===== src/wkdet_consts.svh =====
// Constants for the wake input detector
`ifndef WKDET_CONSTS_SVH
`define WKDET_CONSTS_SVH
`define WKDET_CLK_MHZ        125
`define WKDET_FILTER_US      16
`define WKDET_FILTER_CYC     (`WKDET_FILTER_US * `WKDET_CLK_MHZ)
`define WKDET_BIAS_NONE      2'h0
`define WKDET_BIAS_PD        2'h1
`define WKDET_BIAS_PU        2'h2
`define WKDET_BIAS_AUTO      2'h3
`define WKDET_MODE_NORMAL    2'h0
`define WKDET_MODE_STOP      2'h1
`define WKDET_MODE_SLEEP     2'h2
`define WKDET_MODE_FAILSAFE  2'h3
`endif


===== src/wkdet_pkg.sv =====
// Types for the wake input detector
package wkdet_pkg;
	typedef enum logic [1:0] {
		WKDET_NORMAL   = 2'h0,
		WKDET_STOP     = 2'h1,
		WKDET_SLEEP    = 2'h2,
		WKDET_FAILSAFE = 2'h3
	} wkdet_mode_e;
	typedef enum logic [0:0] {
		WKDET_IDLE = 1'h0,
		WKDET_QUAL = 1'h1
	} wkdet_flt_e;
endpackage : wkdet_pkg


===== src/wkdet_top.sv =====
// Wake input detector top: sync, filter, mode actions, bias
`timescale 1ns/10ps
`default_nettype none
`include "wkdet_consts.svh"
module wkdet_top
	import wkdet_pkg::*;
#(
	parameter int FILTER_CYC = `WKDET_FILTER_CYC
) (
	input  wire logic       CLK,
	input  wire logic       RST_N,
	input  wire logic       WAKE_PIN,
	input  wire logic [1:0] POWER_MODE,
	input  wire logic       WAKE_PIN_ENABLE,
	input  wire logic       CYCLIC_SENSE,
	input  wire logic       CYCLIC_WINDOW,
	input  wire logic       BUCK_MODE_BY_PIN_SEL,
	input  wire logic       BIAS_SELECT_HIGH_BIT,
	input  wire logic       BIAS_SELECT_LOW_BIT,
	input  wire logic       WAKE_FLAG_CLEAR,
	output logic            WAKE_PIN_EVENT_FLAG,
	output logic            WAKE_LEVEL_STATUS,
	output logic            INT_REQ,
	output logic            WAKE_REQ,
	output logic            RESTART_REQ,
	output logic            BUCK_PWM_SEL,
	output logic            PULL_UP_EN,
	output logic            PULL_DOWN_EN
);
	typedef struct packed {
		logic [1:0] sync;
		logic       flag;
		logic       lvl_stat;
		logic       int_req;
		logic       wake_req;
		logic       restart_req;
		logic       pwm_sel;
		logic       pu;
		logic       pd;
	} wkdet_top_s;
	wkdet_top_s st_ff;
	wkdet_top_s nxt_st;

	logic        flt_level;
	logic        flt_edge;
	logic        pin_mode;
	logic        sense_on;
	logic        accept;
	logic [1:0]  bias_sel;
	wkdet_mode_e mode;

	wkdet_filter #(
		.FILTER_CYC (FILTER_CYC)
	) u_filter (
		.clk        (CLK),
		.rst_n      (RST_N),
		.pin_sync   (st_ff.sync[1]),
		.level      (flt_level),
		.edge_pulse (flt_edge)
	);

	always_comb begin
		mode = wkdet_mode_e'(POWER_MODE);
		bias_sel = {BIAS_SELECT_HIGH_BIT, BIAS_SELECT_LOW_BIT};
		pin_mode = BUCK_MODE_BY_PIN_SEL && (mode == WKDET_STOP);
		// Cyclic sensing accepts filtered edges only while the window is open
		sense_on = !CYCLIC_SENSE || CYCLIC_WINDOW;
		// Selector use is a control line, not a wake source
		accept = flt_edge && WAKE_PIN_ENABLE && sense_on && !pin_mode;
		nxt_st = st_ff;
		nxt_st.sync = {st_ff.sync[0], WAKE_PIN};
		nxt_st.int_req = 1'b0;
		nxt_st.wake_req = 1'b0;
		nxt_st.restart_req = 1'b0;
		if (accept) begin
			case (mode)
				WKDET_NORMAL, WKDET_STOP: nxt_st.int_req = 1'b1;
				WKDET_SLEEP: nxt_st.wake_req = 1'b1;
				WKDET_FAILSAFE: begin
					nxt_st.wake_req = 1'b1;
					nxt_st.restart_req = 1'b1;
				end
				default: nxt_st.int_req = 1'b0;
			endcase
		end
		// Set wins over a clear in the same cycle
		if (accept) begin
			nxt_st.flag = 1'b1;
		end else if (WAKE_FLAG_CLEAR) begin
			nxt_st.flag = 1'b0;
		end
		// Level status has no path into the interrupt
		if (mode == WKDET_NORMAL || mode == WKDET_STOP) begin
			nxt_st.lvl_stat = flt_level;
		end
		if (pin_mode) begin
			nxt_st.pwm_sel = st_ff.sync[1];
		end
		case (bias_sel)
			`WKDET_BIAS_NONE: begin
				nxt_st.pu = 1'b0;
				nxt_st.pd = 1'b0;
			end
			`WKDET_BIAS_PD: begin
				nxt_st.pu = 1'b0;
				nxt_st.pd = 1'b1;
			end
			`WKDET_BIAS_PU: begin
				nxt_st.pu = 1'b1;
				nxt_st.pd = 1'b0;
			end
			`WKDET_BIAS_AUTO: begin
				nxt_st.pu = flt_level;
				nxt_st.pd = !flt_level;
			end
			default: begin
				nxt_st.pu = 1'b0;
				nxt_st.pd = 1'b0;
			end
		endcase
	end

	always_ff @(posedge CLK) begin
		if (!RST_N) begin
			st_ff <= '0;
		end else begin
			st_ff <= nxt_st;
		end
	end

	assign WAKE_PIN_EVENT_FLAG = st_ff.flag;
	assign WAKE_LEVEL_STATUS   = st_ff.lvl_stat;
	assign INT_REQ             = st_ff.int_req;
	assign WAKE_REQ            = st_ff.wake_req;
	assign RESTART_REQ         = st_ff.restart_req;
	assign BUCK_PWM_SEL        = st_ff.pwm_sel;
	assign PULL_UP_EN          = st_ff.pu;
	assign PULL_DOWN_EN        = st_ff.pd;
endmodule : wkdet_top
`default_nettype wire


===== src/wkdet_filter.sv =====
// Edge filter: accepts a new level only after it stays stable
`timescale 1ns/10ps
`default_nettype none
`include "wkdet_consts.svh"
module wkdet_filter
	import wkdet_pkg::*;
#(
	parameter int FILTER_CYC = `WKDET_FILTER_CYC
) (
	input  wire logic clk,
	input  wire logic rst_n,
	input  wire logic pin_sync,
	output logic      level,
	output logic      edge_pulse
);
	localparam int CW = $clog2(FILTER_CYC + 1);
	typedef struct packed {
		wkdet_flt_e    st;
		logic [CW-1:0] cnt;
		logic          level;
		logic          edge_pulse;
	} wkdet_flt_s;
	wkdet_flt_s st_ff;
	wkdet_flt_s nxt_st;

	always_comb begin
		nxt_st = st_ff;
		nxt_st.edge_pulse = 1'b0;
		case (st_ff.st)
			WKDET_IDLE: begin
				if (pin_sync != st_ff.level) begin
					nxt_st.st = WKDET_QUAL;
					nxt_st.cnt = CW'(1);
				end
			end
			WKDET_QUAL: begin
				if (pin_sync == st_ff.level) begin
					// Reverted early: drop the candidate
					nxt_st.st = WKDET_IDLE;
				end else if (st_ff.cnt >= CW'(FILTER_CYC - 1)) begin
					nxt_st.st = WKDET_IDLE;
					nxt_st.level = pin_sync;
					nxt_st.edge_pulse = 1'b1;
				end else begin
					nxt_st.cnt = st_ff.cnt + CW'(1);
				end
			end
			default: nxt_st.st = WKDET_IDLE;
		endcase
	end

	always_ff @(posedge clk) begin
		if (!rst_n) begin
			st_ff <= '0;
		end else begin
			st_ff <= nxt_st;
		end
	end

	assign level = st_ff.level;
	assign edge_pulse = st_ff.edge_pulse;
endmodule : wkdet_filter
`default_nettype wire


===== config.mk =====
export PLATFORM = sky130hd
export DESIGN_NAME = wkdet_top
export DESIGN_NICKNAME = d
export VERILOG_FILES = /design/src/wkdet_pkg.sv /design/src/wkdet_top.sv /design/src/wkdet_filter.sv
export VERILOG_INCLUDE_DIRS = /design/src
export SDC_FILE = /design/constraint.sdc
export NUM_CORES = 1
export LEC_CHECK = 0
export BUFFER_PORTS_ARGS = -buffer_cell sky130_fd_sc_hd__buf_2
export CORE_ASPECT_RATIO = 1.75
export CORE_UTILIZATION = 44
export DETAILED_ROUTE_END_ITERATION = 6
export PLACE_DENSITY = 0.69
export SYNTH_ARGS = -nofsm -noshare
export SYNTH_HDL_FRONTEND = slang
export SYNTH_SLANG_ARGS = --single-unit

===== constraint.sdc =====
create_clock -name CLK -period 3.5 [get_ports CLK]
set_clock_uncertainty 0.05 [all_clocks]
set_input_delay 0.7 -clock CLK [delete_from_list [all_inputs] [get_ports CLK]]
set_output_delay 0.7 -clock CLK [all_outputs]
set_load 0.02 [all_outputs]

-- After elaboration in Yosys (flattened, before gate mapping)
Index checks and enable logic that the tools add are counted.
- order comparisons: 1
- reductions and logical operators: 18
- muxes and demuxes: 13
- bitwise gates (word level): 3
- equal/unequal tests: 11
- add/sub/neg operators: 1
- operators with widths (operator ; count):
    12-bit case mux with 2 select lines ; 1
    13-bit two-way mux ; 1
    12-bit two-way mux ; 1
    11-bit by 1-bit adder with 11-bit output, second input constant ; 1
    11-bit >= comparator, second input constant ; 1
    11-bit two-way mux ; 1
    2-bit == test, second input constant ; 4
    2-bit case mux with 4 select lines ; 1
    1-bit two-way mux ; 7
    3-bit AND reduction ; 2
    2-bit by 1-bit == test with 1-bit output, second input constant ; 2
    1-bit logical AND ; 4
    2-bit logical NOT ; 2
    2-bit inequality test, second input constant ; 2
    2-bit OR reduction ; 2
    1-bit logical NOT ; 3
    1-bit NOT ; 3
    3-bit OR reduction ; 1
    1-bit logical OR ; 2
    2-bit two-way mux ; 1
    2-bit by 1-bit inequality test with 1-bit output, second input constant ; 1
    2-bit AND reduction ; 1
    2-bit nonzero test ; 1
    1-bit == test ; 1
    1-bit inequality test ; 1
- logic and storage cells: 60
- bits in registers: 24
- input bits: 12
- output and inout bits: 8

-- Depth between registers and ports, before layout
- depth in word-level cells: 5
- depth in mapped cells: 6
- gate-level depth less buffers: 5

-- Cells and area by module
From an unflattened synthesis, not the netlist that was laid out.
- cell total of the unflattened synthesis: 113
- area total of the unflattened synthesis: 1053.5 sq um
- by module, submodules not included (module ; instances ; area each (sq um) ; cells each ; sequential area each (sq um)):
    wkdet_filter ; 1 ; 716.9 ; 82 ; 280.3
    wkdet_top ; 1 ; 336.6 ; 31 ; 200.2

-- Worst setup path before layout
OpenSTA, ideal clock, no wires.
- path kind: reg2reg
- start: register u_filter.st_ff[2] (netlist name)
- end: register u_filter.st_ff[7] (netlist name)
- arrival: 1.583 ns
- path slack: 1.745 ns
- buffers on the path: 0
- data required time: 3.328 ns
- cell stages (with the launch flop): 6
- setup time: 0.122 ns
- period minus slack after synthesis: 1.755 ns
- cells stage by stage: dfxtp_1 ha_1 a21o_1 a311oi_4 o31ai_1 a221o_1
- longest elaborated chain between the ends: 4
- elaborated cells between the ends (all ways): 7
- classes of those cells: add/sub: 1; order compare: 1; eq/ne: 1; mux: 3; reduce/logical: 1
- ends and longest elaborated chain (element ; RTL line ; source):
    from (decl) ; wkdet_filter.sv:23 ; wkdet_flt_s st_ff;
    from (signal assigned) ; wkdet_filter.sv:56 ; st_ff <= nxt_st;
    11-bit by 1-bit adder with 11-bit output ; wkdet_filter.sv:45 ; nxt_st.cnt = st_ff.cnt + CW'(1);
    11-bit two-way mux ; wkdet_filter.sv:40 ; end else if (st_ff.cnt >= CW'(FILTER_CYC - 1)) begin
    13-bit two-way mux ; wkdet_filter.sv:37 ; if (pin_sync == st_ff.level) begin
    12-bit case mux with 2 select lines ; wkdet_filter.sv:29 ; case (st_ff.st)
Several ways; a longest one is shown, not always the timed one. The select of a mux whose other input is x is not followed.
A chain may end at the register's enable or synchronous reset.

-- Final worst setup path
Same ends and word-level chain as after synthesis.

==> impl_metrics.py <==
metrics = {
    "sta": {
        "number_of_setup_violations_in_the_final_report": 0,
        "period_minus_slack_ps": 2190,
        "slew-limit-headroom_pct": 56.3,
        "timing_hold_violations_final": 0,
        "fmax_ghz": 0.456,
        "whs_ps": 413,
        "slew_viol_final": 0,
        "timing_worst_slew_pin_value_ps": 656,
        "fin_setup_tns_ps": 0,
        "rsz0062_at_grt": "false",
        "post-route-period-util_pct": 62.6,
    },
    "cells_and_area": {
        "post_route_cells_drive_above_1_share_pct": 23.4,
        "largest_register_ffs": 12,
        "stdcell_count": 162,
        "final_nets": 152,
        "final_area_mm2": 0.00126,
        "layout.cells.most_common": "sky130_fd_sc_hd__dfxtp_1",
        "flow.area_growth_from_synthesis_pct": 12.6,
        "regMostFlops": "u_filter.st_ff",
        "most-common-layout-cells": "24 x sky130_fd_sc_hd__dfxtp_1, 19 x sky130_fd_sc_hd__buf_2, 10 x sky130_fd_sc_hd__nand2_1",
        "antenna_cells": 0,
        "fillerInstances": 225,
    },
    "floorplanning": {
        "fp.dieArea_mm2": 0.00275,
        "io-pin-count": 20,
        "core_area_mm2": 0.00233,
        "start_util_pct": 47.9,
        "die_h_um": 68.6,
        "placementRows": 23,
        "die_w_um": 40.1,
    },
    "logic_synthesis": {
        "synth_xor_xnor_area_share_pct": 3.14,
        "ys_warn_count": 0,
        "synthArstFlopShare_pct": 0,
        "yosysSeqAreaShare_pct": 43.0,
        "synthesis.area_per_instance_um2": 9.38,
        "synth_fp_nets": 132,
        "mappedNetlistArea_mm2": 0.00112,
        "yosys_register_bits": 24,
        "synthSimpleGateAreaFrac_pct": 20.1,
        "main_combinational_cell_family_by_area_after_synthesis": "compound AO/OA/AOI/OAI gates",
        "synth_flop_cell": "sky130_fd_sc_hd__dfxtp_1",
        "synth-edff-count": 0,
        "synth-adder-area-share_pct": 1.12,
        "synth-compound-area-share_pct": 26.2,
        "synth.mux.area_fraction_pct": 0.897,
        "synth.distinct_cells": 42,
        "syn-instance-count": 119,
    },
    "power_and_ir_drop": {
        "powerDensity_mw_per_mm2": 364,
        "clock_power_share_pct": 33.9,
        "power.net_switching_uw": 94.5,
        "overall_power_consumption_uw": 458,
        "share_seq_of_total_power_pct": 60.8,
        "power.share.switching_pct": 20.6,
        "ir_drop_mv": 0.283,
        "power_report.internal_total_uw": 363,
        "static_power_due_to_leakage_uw": 0.000484,
        "combPwrFrac_pct": 5.3,
    },
    "drt": {
        "drt-wirelength-per-cell_um": 14.7,
        "route.vias.total": 978,
        "drt_pre_antenna_iters": 4,
        "route.detailed.vias_per_inst": 6.04,
        "totalWireLength_um": 2380,
        "postRouteAntennaNets": 0,
        "remaining_drc_errors": 0,
        "drt_iter0_drc": 34,
    },
    "grt": {
        "grt_start_max_net_pins": 16,
        "first_global_vias": 908,
        "grt.total_usage_pct": 20.0,
        "gr-total-overflow": 0,
        "grt_antenna_before_repair": 0,
        "grt_pass1_wl_um": 3770,
    },
    "placed_design": {
        "detailed_place_hpwl_um": 1810,
        "finalWeightedCongestion": 0.831,
        "place.port_buffers": 19,
        "place.detailed.instances": 159,
        "place_area_mm2": 0.00121,
    },
    "clocking": {
        "cts_tree": "built",
        "cts_sinks": 24,
        "clock_tree.htree_level_count": 1,
        "post_cts.resized_instances": 0,
        "cts_post_setup_buffers_inserted": 0,
        "clk_path_buf_depth": 2,
        "clock_pin_slew_on_the_worst_setup_and_hold_paths_ps": 80,
        "cts_made_buffers": 3,
        "clock_root_cell": "sky130_fd_sc_hd__clkbuf_8",
        "clock_latency_ps": 260,
        "cts.hold.buffers_added": 0,
    },
    "setup_path": {
        "end_kind": "flip-flop",
        "setup.reg_to_reg.worst_slack_ps": 1310,
        "critPathRequiredTime_ps": 3600,
        "critPathLaunchType": "flip-flop",
        "cp_data_arrival_time_ps": 2290,
        "path_class": "reg -> reg",
        "path_max_fanout": 15,
    },
    "worst_hold_path": {
        "min-delay-path-class": "reg -> reg",
    },
    "flow_run": {
        "maxCapViolations": 0,
    },
    "status": {
        "result_of_the_run": "completed",
    },
}
==> power groups by stage <==
stage               registers (µW)  logic, µW  clock network (µW)
floorplan                      286       11.5                   0
global placement               285       23.9                   0
detailed placement             285       24.4                   0
CTS                            278       24.7                 160
global route                   279       27.2                 166
finish                         278       24.5                 155
==> routing by layer <==
layer / part of all wire, % / global-route usage, % / wire length, µm / vias up
met5: 0 / 0 / 0 / -
met4: 3.7 / 12.5 / 87 / 0
met3: 4.9 / 2.24 / 117 / 9
met2: 53 / 37.7 / 1260 / 36
met1: 38 / 18.6 / 910 / 449
li1: - / - / - / 484
==> path summary, 6_finish.rpt <==
kind                     start                 to  cells after the start
max          u_filter.st_ff[2]  u_filter.st_ff[7]                      5
min                  nxt_st[9]           st_ff[9]                      1
max reg2reg  u_filter.st_ff[2]  u_filter.st_ff[7]                      5
min reg2reg          nxt_st[9]           st_ff[9]                      1
==> through the flow <==
| step | utilization, % | setup slack, ps |
|---|---|---|
| after floorplan | - | 1750 |
| after global placement | 52.1 | 1360 |
| after detailed placement | 52.1 | 1320 |
| after CTS | 53.9 | 1300 |
| after global routing | 53.9 | 1170 |
| final | 53.9 | 1310 |
==> cell families (layout without fill, tap and decap cells) <==
logic type      after synthesis  count (layout)
simple gates                 41              41
compound gates               35              35
flops                        24              24
buf+inv                      13              31
xor+xnor                      4               4
fa+ha+maj                     1               1
mux                           1               1
==> Yosys cell counts (2+ instances only) <==
cell,number,area share [%]
sky130_fd_sc_hd__dfxtp_1,24,43
sky130_fd_sc_hd__nand2_1,10,3.4
sky130_fd_sc_hd__inv_1,9,3.0
sky130_fd_sc_hd__nor2_1,6,2.0
sky130_fd_sc_hd__a21oi_1,5,2.2
sky130_fd_sc_hd__o221ai_1,5,3.9
sky130_fd_sc_hd__nand3_1,4,1.8
sky130_fd_sc_hd__o21ai_0,4,1.8
sky130_fd_sc_hd__a22o_2,3,2.7
sky130_fd_sc_hd__and2_1,3,1.7
sky130_fd_sc_hd__and3_1,3,1.7
sky130_fd_sc_hd__nand2b_1,3,1.7
sky130_fd_sc_hd__nor3_1,3,1.3
sky130_fd_sc_hd__o211ai_1,3,2.0
sky130_fd_sc_hd__nand4_1,2,1.1
sky130_fd_sc_hd__o2111ai_1,2,1.6
sky130_fd_sc_hd__o31a_2,2,1.8
sky130_fd_sc_hd__o31ai_1,2,1.3
sky130_fd_sc_hd__xnor2_1,2,1.6
sky130_fd_sc_hd__xor2_1,2,1.6
==> layout make-up <==
class	instances	area, µm²	area share [%]
Clock buffer	3	41.3	3.29
Inverter	9	33.8	2.69
Multi-Input combinational cell	82	574	45.7
Sequential cell	24	480	38.2
Tap cell	25	31.3	2.49
Timing Repair Buffer	19	95.1	7.57
==> critical path, stage by stage (launching register included) <==
cell                       delay, ps
sky130_fd_sc_hd__dfxtp_1         370
sky130_fd_sc_hd__ha_1            250
sky130_fd_sc_hd__a21o_1          190
sky130_fd_sc_hd__a311oi_4        630
sky130_fd_sc_hd__o31ai_1         260
sky130_fd_sc_hd__a221o_1         330
(Power assumes the default switching activity.)
